===== src/ecfc_defs.svh =====
// Purpose: Named constants for the extended attribute feature commands.
// Assumes: Four-bit feature command codes arrive in the low nibble.
// Notes: Definitions only; included by every file that needs them.
`ifndef ECFC_DEFS_SVH
`define ECFC_DEFS_SVH

// Feature command codes
`define ECFC_OP_READ_DATA 4'h3
`define ECFC_OP_LOAD_MASK 4'h5
`define ECFC_OP_FID_CARE 4'hd
`define ECFC_OP_FID_PAT 4'h5
`define ECFC_OP_WR_ALT 4'ha
`define ECFC_OP_READ_MULT 4'hb
`define ECFC_OP_WR_MASK 4'hc
`define ECFC_OP_READ_STAT 4'hd

// Fixed reply bytes and reset values
`define ECFC_STATUS_BYTE 8'h20
`define ECFC_FID_DEFAULT 8'h5a
`define ECFC_MASK_RST 8'h00
`define ECFC_BYTE_ZERO 8'h00

`endif


===== src/ecfc_pkg.sv =====
// Purpose: Types shared by the extended attribute command interpreter.
// Assumes: Nothing beyond the constants header.
// Notes: States are one-hot with codes written out.
package ecfc_pkg;

  // Terminal operating mode as given by the surrounding device
  typedef enum logic [1:0] {
    MODE_DISPLAY = 2'h0,
    MODE_PRINTER = 2'h1,
    MODE_DFT = 2'h2
  } ecfc_mode_e;

  // Interpreter states
  typedef enum logic [8:0] {
    ST_IDLE = 9'h001,
    ST_MASK_DATA = 9'h002,
    ST_WA_DBUF = 9'h004,
    ST_WA_EAB = 9'h008,
    ST_WUM = 9'h010,
    ST_EAB_RD = 9'h020,
    ST_EAB_MRG = 9'h040,
    ST_RD_REQ = 9'h080,
    ST_RD_CAP = 9'h100
  } ecfc_state_e;

endpackage


===== src/ecfc_top.sv =====
// Purpose: Decode and run the extended attribute feature commands.
// Assumes: Link receiver hands over one frame per rx_valid_i pulse;
//   buffer reads return data the cycle after the read strobe.
// Notes: The base logic owns the address counter; this block only
//   asks it to step. Frames that arrive during a buffer access drop.
`include "ecfc_defs.svh"

// Contract
// - Read Feature ID (01X1) replies with the fixed feature identification byte; code 0101 runs the mask load instead.
// - Read Multiple: gate bit set gives turnaround only, else base Read Multiple.
// - Write Alternate writes bytes alternately, data buffer first, then attribute.
// - Attribute bytes of Write Alternate are masked; step unless inhibit bit set.
// - Load Extended Attribute Mask stores the next data byte as attribute mask.
// - Write Under Mask: new = (old AND NOT mask) OR data.
// - After each Write Under Mask write, step address unless inhibit bit set.
// - Read Status replies with the fixed byte 20 hex.
// - Feature commands are honoured only in character terminal display mode.
// - Read Data returns buffer data, then steps unless inhibit bit set.
module ecfc_top #(
  parameter logic [7:0] FEATURE_ID = `ECFC_FID_DEFAULT // Arbitrary value
) (
  // Clock and reset
  input wire logic clk_sys_i,
  input wire logic srst_i,
  // Received frames from the link
  input wire logic rx_valid_i,
  input wire logic rx_cmd_i,
  input wire logic [7:0] rx_data_i,
  // Device state bits owned elsewhere
  input wire ecfc_pkg::ecfc_mode_e mode_i,
  input wire logic rm_gate_i,
  input wire logic inhibit_step_i,
  // Buffer storage access
  input wire logic [7:0] buf_rdata_i,
  input wire logic [7:0] eab_rdata_i,
  output logic buf_rd_o,
  output logic dbuf_wr_o,
  output logic [7:0] dbuf_wdata_o,
  output logic eab_rd_o,
  output logic eab_wr_o,
  output logic [7:0] eab_wdata_o,
  output logic addr_step_o,
  // Replies toward the link transmitter
  output logic reply_valid_o,
  output logic reply_tt_o,
  output logic [7:0] reply_data_o,
  // Hand-off and diagnostics
  output logic base_rm_o,
  output logic cmd_ignored_o,
  output logic [7:0] attr_mask_o
);

  ecfc_pkg::ecfc_state_e state_r;
  ecfc_pkg::ecfc_state_e state_nxt;
  logic [7:0] mask_r;
  logic [7:0] hold_r;
  logic ret_alt_r;

  // Frame classification
  wire logic [3:0] op = rx_data_i[3:0];
  wire logic st_waits = (state_r == ecfc_pkg::ST_IDLE) ||
                        (state_r == ecfc_pkg::ST_MASK_DATA) ||
                        (state_r == ecfc_pkg::ST_WA_DBUF) ||
                        (state_r == ecfc_pkg::ST_WA_EAB) ||
                        (state_r == ecfc_pkg::ST_WUM);
  wire logic cmd_frame = rx_valid_i && rx_cmd_i && st_waits;
  wire logic data_frame = rx_valid_i && !rx_cmd_i;
  wire logic mode_ok = (mode_i == ecfc_pkg::MODE_DISPLAY);
  wire logic cmd_take = cmd_frame && mode_ok;

  // Opcode decode; 0101 is taken by the mask load before feature ID
  wire logic is_rdata = (op == `ECFC_OP_READ_DATA);
  wire logic is_lmask = (op == `ECFC_OP_LOAD_MASK);
  wire logic is_fid = ((op & `ECFC_OP_FID_CARE) == `ECFC_OP_FID_PAT) &&
                      !is_lmask;
  wire logic is_walt = (op == `ECFC_OP_WR_ALT);
  wire logic is_rmult = (op == `ECFC_OP_READ_MULT);
  wire logic is_wum = (op == `ECFC_OP_WR_MASK);
  wire logic is_rstat = (op == `ECFC_OP_READ_STAT);
  wire logic is_known = is_rdata || is_lmask || is_fid || is_walt ||
                        is_rmult || is_wum || is_rstat;

  // Masked merge of a held data byte into the old attribute byte
  wire logic [7:0] merged = (eab_rdata_i & ~mask_r) | hold_r;
  wire logic step_ok = !inhibit_step_i; // Inhibit bit low allows stepping

  // Next state: a command frame restarts the decoder unless a buffer access is under way
  always_comb begin
    state_nxt = state_r;
    if (cmd_take) begin
      if (is_lmask) begin
        state_nxt = ecfc_pkg::ST_MASK_DATA;
      end else if (is_walt) begin
        state_nxt = ecfc_pkg::ST_WA_DBUF;
      end else if (is_wum) begin
        state_nxt = ecfc_pkg::ST_WUM;
      end else if (is_rdata) begin
        state_nxt = ecfc_pkg::ST_RD_REQ;
      end else begin
        state_nxt = ecfc_pkg::ST_IDLE;
      end
    end else if (cmd_frame) begin
      state_nxt = ecfc_pkg::ST_IDLE; // Wrong mode drops the command
    end else begin
      case (state_r)
        ecfc_pkg::ST_IDLE: begin
          state_nxt = ecfc_pkg::ST_IDLE;
        end
        ecfc_pkg::ST_MASK_DATA: begin
          if (data_frame) begin
            state_nxt = ecfc_pkg::ST_IDLE;
          end
        end
        ecfc_pkg::ST_WA_DBUF: begin
          if (data_frame) begin
            state_nxt = ecfc_pkg::ST_WA_EAB;
          end
        end
        ecfc_pkg::ST_WA_EAB: begin
          if (data_frame) begin
            state_nxt = ecfc_pkg::ST_EAB_RD;
          end
        end
        ecfc_pkg::ST_WUM: begin
          if (data_frame) begin
            state_nxt = ecfc_pkg::ST_EAB_RD;
          end
        end
        ecfc_pkg::ST_EAB_RD: begin
          state_nxt = ecfc_pkg::ST_EAB_MRG;
        end
        ecfc_pkg::ST_EAB_MRG: begin
          state_nxt = ret_alt_r ? ecfc_pkg::ST_WA_DBUF : ecfc_pkg::ST_WUM;
        end
        ecfc_pkg::ST_RD_REQ: begin
          state_nxt = ecfc_pkg::ST_RD_CAP;
        end
        ecfc_pkg::ST_RD_CAP: begin
          state_nxt = ecfc_pkg::ST_IDLE;
        end
        default: begin
          state_nxt = ecfc_pkg::ST_IDLE;
        end
      endcase
    end
  end

  // Reply strobes; write commands answer with turnaround on decode
  wire logic rep_tt_cmd = cmd_take && (is_lmask || is_walt || is_wum ||
                          (is_rmult && rm_gate_i));
  wire logic rep_byte_cmd = cmd_take && (is_fid || is_rstat);
  wire logic rep_rd = (state_r == ecfc_pkg::ST_RD_CAP);
  wire logic [7:0] rep_byte = is_fid ? FEATURE_ID :
                              `ECFC_STATUS_BYTE;

  // Buffer access strobes
  wire logic wa_dbuf_wr = (state_r == ecfc_pkg::ST_WA_DBUF) && data_frame &&
                          !cmd_frame;
  wire logic eab_byte = ((state_r == ecfc_pkg::ST_WA_EAB) ||
                         (state_r == ecfc_pkg::ST_WUM)) && data_frame &&
                        !cmd_frame;
  wire logic mrg_now = (state_r == ecfc_pkg::ST_EAB_MRG);
  wire logic mask_ld = (state_r == ecfc_pkg::ST_MASK_DATA) && data_frame &&
                       !cmd_frame;

  // State and working registers
  always_ff @(posedge clk_sys_i) begin
    if (srst_i) begin
      state_r <= ecfc_pkg::ST_IDLE;
      mask_r <= `ECFC_MASK_RST;
      hold_r <= `ECFC_BYTE_ZERO;
      ret_alt_r <= 1'b0;
    end else begin
      state_r <= state_nxt;
      if (mask_ld) begin
        mask_r <= rx_data_i;
      end
      if (eab_byte) begin
        hold_r <= rx_data_i;
        ret_alt_r <= (state_r == ecfc_pkg::ST_WA_EAB);
      end
    end
  end

  // Buffer side outputs, all registered; strobes pulse, write data holds
  always_ff @(posedge clk_sys_i) begin
    if (srst_i) begin
      buf_rd_o <= 1'b0;
      dbuf_wr_o <= 1'b0;
      dbuf_wdata_o <= `ECFC_BYTE_ZERO;
      eab_rd_o <= 1'b0;
      eab_wr_o <= 1'b0;
      eab_wdata_o <= `ECFC_BYTE_ZERO;
      addr_step_o <= 1'b0;
    end else begin
      buf_rd_o <= cmd_take && is_rdata;
      dbuf_wr_o <= wa_dbuf_wr;
      if (wa_dbuf_wr) begin
        dbuf_wdata_o <= rx_data_i;
      end
      eab_rd_o <= eab_byte; // Old attribute needed for the merge
      eab_wr_o <= mrg_now;
      if (mrg_now) begin
        eab_wdata_o <= merged;
      end
      // Same address serves data and attribute; step after attribute
      addr_step_o <= (mrg_now || rep_rd) && step_ok;
    end
  end

  // Link side outputs
  always_ff @(posedge clk_sys_i) begin
    if (srst_i) begin
      reply_valid_o <= 1'b0;
      reply_tt_o <= 1'b0;
      reply_data_o <= `ECFC_BYTE_ZERO;
      base_rm_o <= 1'b0;
      cmd_ignored_o <= 1'b0;
    end else begin
      reply_valid_o <= rep_tt_cmd || rep_byte_cmd || rep_rd;
      reply_tt_o <= rep_tt_cmd;
      if (rep_byte_cmd) begin
        reply_data_o <= rep_byte;
      end else if (rep_rd) begin
        reply_data_o <= buf_rdata_i;
      end else if (rep_tt_cmd) begin
        reply_data_o <= `ECFC_BYTE_ZERO;
      end
      base_rm_o <= cmd_take && is_rmult && !rm_gate_i;
      cmd_ignored_o <= cmd_frame && (!mode_ok || !is_known);
    end
  end

  // Mask visible to the base Clear logic
  assign attr_mask_o = mask_r;

endmodule


===== config.mk =====
export PLATFORM = sky130hd
export DESIGN_NAME = ecfc_top
export DESIGN_NICKNAME = d
export VERILOG_FILES = /design/src/ecfc_pkg.sv /design/src/ecfc_top.sv
export VERILOG_INCLUDE_DIRS = /design/src
export SDC_FILE = /design/constraint.sdc
export NUM_CORES = 1
export LEC_CHECK = 0
export BUFFER_PORTS_ARGS = -buffer_cell sky130_fd_sc_hd__buf_2
export CAP_MARGIN = 20
export CORE_MARGIN = 2
export CORE_UTILIZATION = 52
export CTS_CLUSTER_SIZE = 16
export DETAILED_ROUTE_END_ITERATION = 6
export HOLD_SLACK_MARGIN = 0.08
export PLACE_DENSITY = 0.89
export SLEW_MARGIN = 20
export SYNTH_ARGS = -nofsm -noshare
export SYNTH_HDL_FRONTEND = slang
export SYNTH_SLANG_ARGS = --single-unit
export TNS_END_PERCENT = 10

===== constraint.sdc =====
create_clock -name clk_sys_i -period 2.8 [get_ports clk_sys_i]
set_input_delay 0.28 -clock clk_sys_i [delete_from_list [all_inputs] [get_ports clk_sys_i]]
set_output_delay 0.28 -clock clk_sys_i [all_outputs]
set_load 0.01 [all_outputs]

==> results of run 1 <==
-- cell usage in the layout, fill, tap and decap left out, types with 4 or more instances in the layout --
master / count
mux2i_1: 16
and3_1: 5
o21ai_0: 4
nor2_1: 38
o22ai_1: 4
nor2b_1: 4
a21oi_1: 21
clkbuf_8: 11
a32o_1: 4
nand2b_1: 5
nand3b_1: 4
xnor2_1: 4
nor3_1: 7
dfxtp_1: 59
nand2_1: 25
buf_4: 6
inv_1: 14
nor4_1: 7
buf_2: 72
a211oi_1: 10
-- worst min path at each step --
stage | start | end | cells past startpoint
floorplan | inhibit_step_i | addr_step_o | 1
global placement | hold_r[0] | hold_r[0] | 2
global route | inhibit_step_i | addr_step_o | 2
finish | inhibit_step_i | addr_step_o | 2
detailed placement | hold_r[2] | hold_r[2] | 2
CTS | inhibit_step_i | addr_step_o | 2
-- layer usage --
layer  routed length, microns  GRT usage  vias to the layer above
li1                         -          -                     1213
met1                     2660      0.283                     1127
met2                     3060      0.385                      105
met3                      542     0.0589                       16
met4                      165      0.155                        0
met5                        0          0                        -
-- cell families (layout without fill, tap and decap cells) --
kind of cell	after synthesis	count (layout)	share of synthesized area
AOI/OAI and AO/OA	60	60	0.158
xor gates and xnor gates	7	7	0.0234
buffers and inverters	34	108	0.0548
DFF	59	59	0.450
muxes	16	16	0.0610
and+or+nand+nor	124	124	0.252
-- final cells by class --
cell class	instances	area (sq um)	share of cell area
Clock buffer	12	155	0.0485
Clock inverter	4	25.0	0.00782
Inverter	14	52.6	0.0164
Multi-Input combinational cell	207	1300	0.406
Sequential cell	59	1180	0.369
Tap cell	67	83.8	0.0262
Timing Repair Buffer	78	405	0.127
-- state kept, by name, summed over array words and instances (netlist names) --
name,count
addr_step_o,1
attr_mask_o,8
base_rm_o,1
buf_rd_o,1
cmd_ignored_o,1
dbuf_wdata_o,8
dbuf_wr_o,1
eab_rd_o,1
eab_wdata_o,8
eab_wr_o,1
hold_r,8
reply_data_o,8
reply_tt_o,1
reply_valid_o,1
ret_alt_r,1
state_r,9
-- worst max-delay path, cell delays in order, from the launching register on --
cell,delay [ps]
dfxtp_1,380
or4_4,510
or4_4,490
o21a_4,160
or4_1,460
a311oi_1,270
-- power breakdown --
part           leakage, nW  total, mW  switching [mW]  internal (mW)
Clock               0.0884      0.700           0.334          0.366
Combinational        0.866     0.0933          0.0556         0.0378
Sequential           0.475      0.843         0.00110          0.841
Total                 1.43       1.64           0.390           1.25
==> impl_metrics.json, run 1 <==
{
  "leakage_nw": 1.43,
  "num_vias": 2461,
  "rsz0062_at_grt": "no",
  "cts_buffers": 9,
  "final_core_util": 0.669,
  "gp_congestion": 0.835,
  "htreeDepth": 3,
  "irDropWorstVdd_mv": 0.308,
  "crit_fanout": 8,
  "fin_hold_ws_ps": 94.6,
  "design_area_sq_um": 3200,
  "slew_viol_final": 0,
  "grt_pass1_wl_microns": 10100,
  "synth_cell_types": 48,
  "critPathRequiredTime_ps": 3040,
  "io_pins": 73,
  "synth_fp_nets": 332,
  "hold_violations": 0,
  "yosys-top-cells-count": "dfxtp_1, nor2_1, nand2_1",
  "ys_ff_latch": 59,
  "grt-ovfl-total": 0,
  "min_path_type": "primary input to register",
  "ant_nets": 0,
  "status": "completed",
  "yosysMostFrequentCell": "dfxtp_1",
  "critical_path_class": "register to register",
  "power.total_mw": 1.64,
  "start_util": 0.548,
  "cts_setup_buffers": 0,
  "vias_per_cell": 5.58,
  "r2r_start": "state_r[1]",
  "instances_no_fill": 441,
  "synth_top_flop_cell": "dfxtp_1",
  "track_usage": 0.239,
  "die_w_microns": 75.0,
  "drc": 0,
  "r2r_setup_slack_ps": 420,
  "placedCellCount": 425,
  "worst_r2r_endpoint": "state_r[4]",
  "synth_top_cell_area_share": 0.450,
  "cts_tree": "yes",
  "cts_resized": 0,
  "min_period_over_period": 0.848,
  "synth_edf_count": 0,
  "dp_hpwl_microns": 4590,
  "reg2regPathDepth": 5,
  "root_buffer": "clkbuf_8",
  "setup_viol_count_final": 0,
  "port_buffers": 72,
  "dieArea_sq_um": 5630,
  "hold_buffers": 0,
  "worst_slack_ps": 424,
  "synth_warnings": 0,
  "synth_cells": 300,
  "yosysTopAreaCell": "dfxtp_1",
  "nFillCells": 409,
  "critical_path_arrival_ps": 2620,
  "syn_avg_cell_area_sq_um": 8.75,
  "yosysSeqAreaShare": 0.450,
  "wl_microns": 6440,
  "syn_area_sq_um": 2620,
  "cp-endpoint": "state_r[4]",
  "drive_gt1_frac": 0.267,
  "startpoint": "state_r[1]",
  "grt_pass1_vias": 2289,
  "cts_max_path_buffers": 2,
  "synthTopCellsByArea": "dfxtp_1, mux2i_1, nor2_1",
  "ys_async_sr_fraction": 0,
  "place_ws_ps": 447,
  "worstSetupStartpointType": "register",
  "cp-end-kind": "register",
  "dr.pass1.iters": 4,
  "fin_tns_setup_ps": 0,
  "clkTransAtPathRegs_ps": 60,
  "grt_antenna_before_repair": 0,
  "clock_latency_ps": 340,
  "skew_ps": 9.69,
  "cap_violations": 0,
  "syn2layout_area_growth_pct": 22.0,
  "wire_per_inst_microns": 14.6,
  "postPlaceCellArea_sq_um": 3020,
  "tightestPinTransition_ps": 704,
  "core-area_sq_um": 4790,
  "power.density_nw_per_um2": 511,
  "grt_max_degree": 33,
  "rows": 25,
  "die_h_microns": 75.0,
  "final_nets": 401,
  "diodes": 0,
  "slew_headroom": 0.531,
  "first_iter_violations": 138,
  "cts.sinks": 59,
  "period_minus_slack_ps": 2380,
  "max_freq_mhz": 421
}
No activity file was read; power rests on OpenSTA's default activity.
==> run 2: changes to the inputs <==
==> constraint.sdc (replaced) <==
create_clock -name clk_sys_i -period 2.3 [get_ports clk_sys_i]
set_input_delay 0.23 -clock clk_sys_i [delete_from_list [all_inputs] [get_ports clk_sys_i]]
set_output_delay 0.23 -clock clk_sys_i [all_outputs]
set_load 0.01 [all_outputs]
==> impl_metrics.json, run 2 (synthesis results as in run 1) <==
{
  "drive_gt1_frac": 0.290,
  "io_pins": 73,
  "regArea_sq_um": 1180,
  "crit_chain": "or4_4, or4_4, o21a_4, or4_1, a311oi_1",
  "htreeDepth": 3,
  "critical_path_arrival_ps": 2540,
  "dr.pass1.iters": 4,
  "whs_path_depth": 2,
  "top_register": "state_r",
  "gp_congestion": 0.879,
  "instances_no_fill": 450,
  "grt_pass1_vias": 2243,
  "dieArea_sq_um": 5630,
  "critPathRequiredTime_ps": 2550,
  "hold_violations": 0,
  "min_period_over_period": 0.994,
  "track_usage": 0.243,
  "final_nets": 411,
  "root_buffer": "clkbuf_8",
  "cp-end-kind": "register",
  "nFillCells": 403,
  "cts_tree": "yes",
  "slew_viol_final": 0,
  "die_h_microns": 75.0,
  "clock_latency_ps": 340,
  "irDropWorstVdd_mv": 0.482,
  "final_cell_mix": "buf_2, dfxtp_1, nor2_1, nand2_1, a21oi_1",
  "num_vias": 2474,
  "grt_max_degree": 37,
  "start_util": 0.548,
  "cap_violations": 0,
  "grt-ovfl-total": 0,
  "slew_headroom": 0.572,
  "clkTransAtPathRegs_ps": 70,
  "cts.sinks": 59,
  "port_buffers": 72,
  "syn2layout_area_growth_pct": 26.1,
  "dp_hpwl_microns": 4610,
  "reg2regPathDepth": 5,
  "diodes": 0,
  "die_w_microns": 75.0,
  "crit_fanout": 7,
  "cpMaxStageDelayCell": "or4_4",
  "wl_microns": 6470,
  "max_freq_mhz": 438,
  "largest_reg_flops": 9,
  "worstSetupStartpointType": "register",
  "grt_pass1_wl_microns": 10200,
  "skew_ps": 7.02,
  "first_iter_violations": 106,
  "grt_antenna_before_repair": 0,
  "tightestPinTransition_ps": 642,
  "multi_input_area_sq_um": 1310,
  "power.density_nw_per_um2": 623,
  "period_minus_slack_ps": 2290,
  "cpPeakStageDelay_ps": 540,
  "core-area_sq_um": 4790,
  "rsz0062_at_grt": "yes",
  "setup_viol_count_final": 0,
  "cts_buffers": 9,
  "placedCellCount": 434,
  "ant_nets": 0,
  "postPlaceCellArea_sq_um": 3090,
  "min_path_type": "primary input to register",
  "crit_top_cell": "or4_4",
  "critical_path_class": "register to register",
  "leakage_nw": 1.50,
  "vias_per_cell": 5.50,
  "wire_per_inst_microns": 14.4,
  "drc": 0,
  "final_common_cell": "buf_2",
  "cts_max_path_buffers": 2,
  "status": "completed",
  "final_core_util": 0.691,
  "rows": 25,
  "design_area_sq_um": 3310
}
## run 2: per-stage QoR
stage | total power [mW] | setup TNS [ps] | worst slack [ps] | hold WS (ps)
after floorplan | 1.11 | -36.3 | -29.0 | 309
after global placement | 1.16 | 0 | 69.0 | 398
after detailed placement | 1.16 | 0 | 28.5 | 407
after CTS | 2.07 | 0 | 12.5 | 118
after global routing | 2.13 | -173 | -68.6 | 122
final | 2.06 | 0 | 14.8 | 127
## run 2: worst paths after layout
| check | from | to | slack, ps |
|---|---|---|---|
| min | buf_rdata_i[0] | reply_data_o[0] | 130 |
| max | state_r[8] | state_r[4] | 10 |
| max reg2reg | state_r[8] | state_r[4] | 10 |
| min reg2reg | hold_r[5] | hold_r[5] | 460 |
## run 2: critical path: cells and delay by family, from the launching register on
kind | cells | cell delay [ps]
flops | 1 | 310
compound gates | 2 | 400
simple gates | 3 | 1490
## run 2: area by class of cell
cell class	instances	area share
Timing Repair Buffer	88	0.146
Sequential cell	59	0.357
Tap cell	67	0.0253
Clock inverter	1	0.00151
Multi-Input combinational cell	207	0.396
Clock buffer	14	0.0582
Inverter	14	0.0159
## run 2: repair_timing
action / CTS / global route
buffers inserted: 0 / 0
setup endpoints to repair: 0 / 6
gates resized for setup: 0 / 3
hold buffers: 1 / 0
hold endpoints to repair: 1 / 0
## run 2: per-layer routing
metal | up-vias | GRT usage | share of wire
met4 | 0 | 0.0794 | 0.011
li1 | 1235 | - | -
met1 | 1143 | 0.304 | 0.43
met5 | - | 0 | 0
met2 | 89 | 0.381 | 0.48
met3 | 7 | 0.100 | 0.082
## run 2: power by group
| group | switching [mW] | total [mW] | internal (mW) | leakage [nW] |
|---|---|---|---|---|
| clock network | 0.388 | 0.918 | 0.530 | 0.105 |
| registers | 0.00113 | 1.03 | 1.02 | 0.475 |
| logic | 0.0696 | 0.118 | 0.0480 | 0.916 |
==> run 3: changes to the inputs <==
--- a/config.mk
+++ b/config.mk
@@ -14,6 +14,7 @@
 export DETAILED_ROUTE_END_ITERATION = 6
 export HOLD_SLACK_MARGIN = 0.08
 export PLACE_DENSITY = 0.89
+export REMOVE_ABC_BUFFERS = 1
 export SLEW_MARGIN = 20
 export SYNTH_ARGS = -nofsm -noshare
 export SYNTH_HDL_FRONTEND = slang
==> impl_metrics.json, run 3 (synthesis results as in run 1) <==
{
  "status": "finished with violations",
  "violations": "setup timing",
  "place_ws_ps": 20.6,
  "core-area_sq_um": 4790,
  "grt_pass1_wl_microns": 10900,
  "start_util": 0.548,
  "r2r_start": "state_r[8]",
  "regArea_sq_um": 1180,
  "critPathRequiredTime_ps": 2550,
  "grt-ovfl-total": 0,
  "crit_chain": "or4_4, or4_4, o21a_4, or4_4, a311oi_2",
  "drc": 0,
  "dp_hpwl_microns": 4930,
  "fin_tns_setup_ps": -34.0,
  "cp_num_buf_inv": 0,
  "worstSetupStartpointType": "register",
  "nFillCells": 397,
  "crit_family": "simple AND/OR/NAND/NOR gates",
  "startpoint": "state_r[8]",
  "root_buffer": "clkbuf_8",
  "slew_headroom": 0.678,
  "hold_start": "buf_rdata_i[7]",
  "vias_per_cell": 5.65,
  "cts_tree": "yes",
  "num_vias": 2552,
  "setup_viol_count_final": 1,
  "instances_no_fill": 452,
  "syn2layout_area_growth_pct": 26.4,
  "skew_ps": 6.30,
  "multi_input_area_sq_um": 1310,
  "critical_path_arrival_ps": 2590,
  "placedCellCount": 435,
  "io_pins": 73,
  "wire_per_inst_microns": 15.4,
  "cts_max_path_buffers": 2,
  "cp-end-kind": "register",
  "die_w_microns": 75.0,
  "hold_violations": 0,
  "gp_congestion": 0.924,
  "rsz0062_at_grt": "yes",
  "min_path_type": "primary input to register",
  "first_iter_violations": 150,
  "diodes": 0,
  "final_core_util": 0.693,
  "final_cell_mix": "buf_2, dfxtp_1, nor2_1, nand2_1, a21oi_1",
  "cpPeakStageDelay_ps": 540,
  "die_h_microns": 75.0,
  "grt_max_degree": 22,
  "tightestPinTransition_ps": 478,
  "slew_viol_final": 0,
  "dr.pass1.iters": 4,
  "rows": 25,
  "track_usage": 0.260,
  "leakage_nw": 1.50,
  "period_minus_slack_ps": 2330,
  "critical_path_class": "register to register",
  "crit_fanout": 7,
  "grt_antenna_before_repair": 0,
  "worst_slack_ps": -34.0,
  "power.density_nw_per_um2": 627,
  "cpMaxStageDelayCell": "or4_4",
  "ant_nets": 0,
  "min_period_over_period": 1.01,
  "cts_buffers": 9,
  "cap_violations": 0,
  "crit_top_cell": "or4_4",
  "dieArea_sq_um": 5630,
  "drive_gt1_frac": 0.296,
  "final_common_cell": "buf_2",
  "clkTransAtPathRegs_ps": 70,
  "power.total_mw": 2.08,
  "irDropWorstVdd_mv": 0.431,
  "cts.sinks": 59,
  "top_register": "state_r",
  "max_freq_mhz": 428,
  "cts_setup_buffers": 0,
  "clock_latency_ps": 340,
  "wl_microns": 6970,
  "htreeDepth": 3,
  "largest_reg_flops": 9,
  "port_buffers": 72,
  "grt_pass1_vias": 2396,
  "final_nets": 412
}
-- run 3: worst paths after layout --
path              cells after the start         endpoint  slack, ps
setup / recovery                      5       state_r[4]        -30
hold / removal                        2  reply_data_o[7]        120
setup reg to reg                      5       state_r[4]        -30
hold reg to reg                       2        hold_r[7]        460
-- run 3: report_power, final --
group	switching [mW]	leakage (nW)	internal [mW]
combinational	0.0734	0.923	0.0492
clock	0.407	0.0991	0.524
sequential	0.00142	0.476	1.02
total	0.482	1.50	1.60
-- run 3: metal layers --
metal	vias up	share of wire	GRT usage
li1	1246	-	-
met1	1181	0.42	0.318
met2	103	0.48	0.424
met3	22	0.066	0.0549
met4	0	0.033	0.153
met5	-	0	0
-- run 3: repair_timing --
item | in CTS | in global routing
hold endpoints to repair | 1 | 0
hold buffers | 1 | 0
endpoints found under the setup margin | 0 | 7
gates resized for setup | 0 | 5
-- run 3: stage by stage --
step | cell area [sq um] | hold slack [ps]
2_1_floorplan | 2530 | 299
3_3_place_gp | 3100 | 397
3_5_place_dp | 3100 | 405
4_1_cts | 3300 | 117
5_1_grt | 3320 | 125
6_report | 3320 | 123
-- run 3: cell type report --
cell class / count / area share
clock buffers: 11 / 0.0426
multi-input cells: 207 / 0.396
clock inverters: 5 / 0.0158
inverters: 14 / 0.0158
well taps: 67 / 0.0253
flip-flops and latches: 59 / 0.356
repair buffers: 89 / 0.148
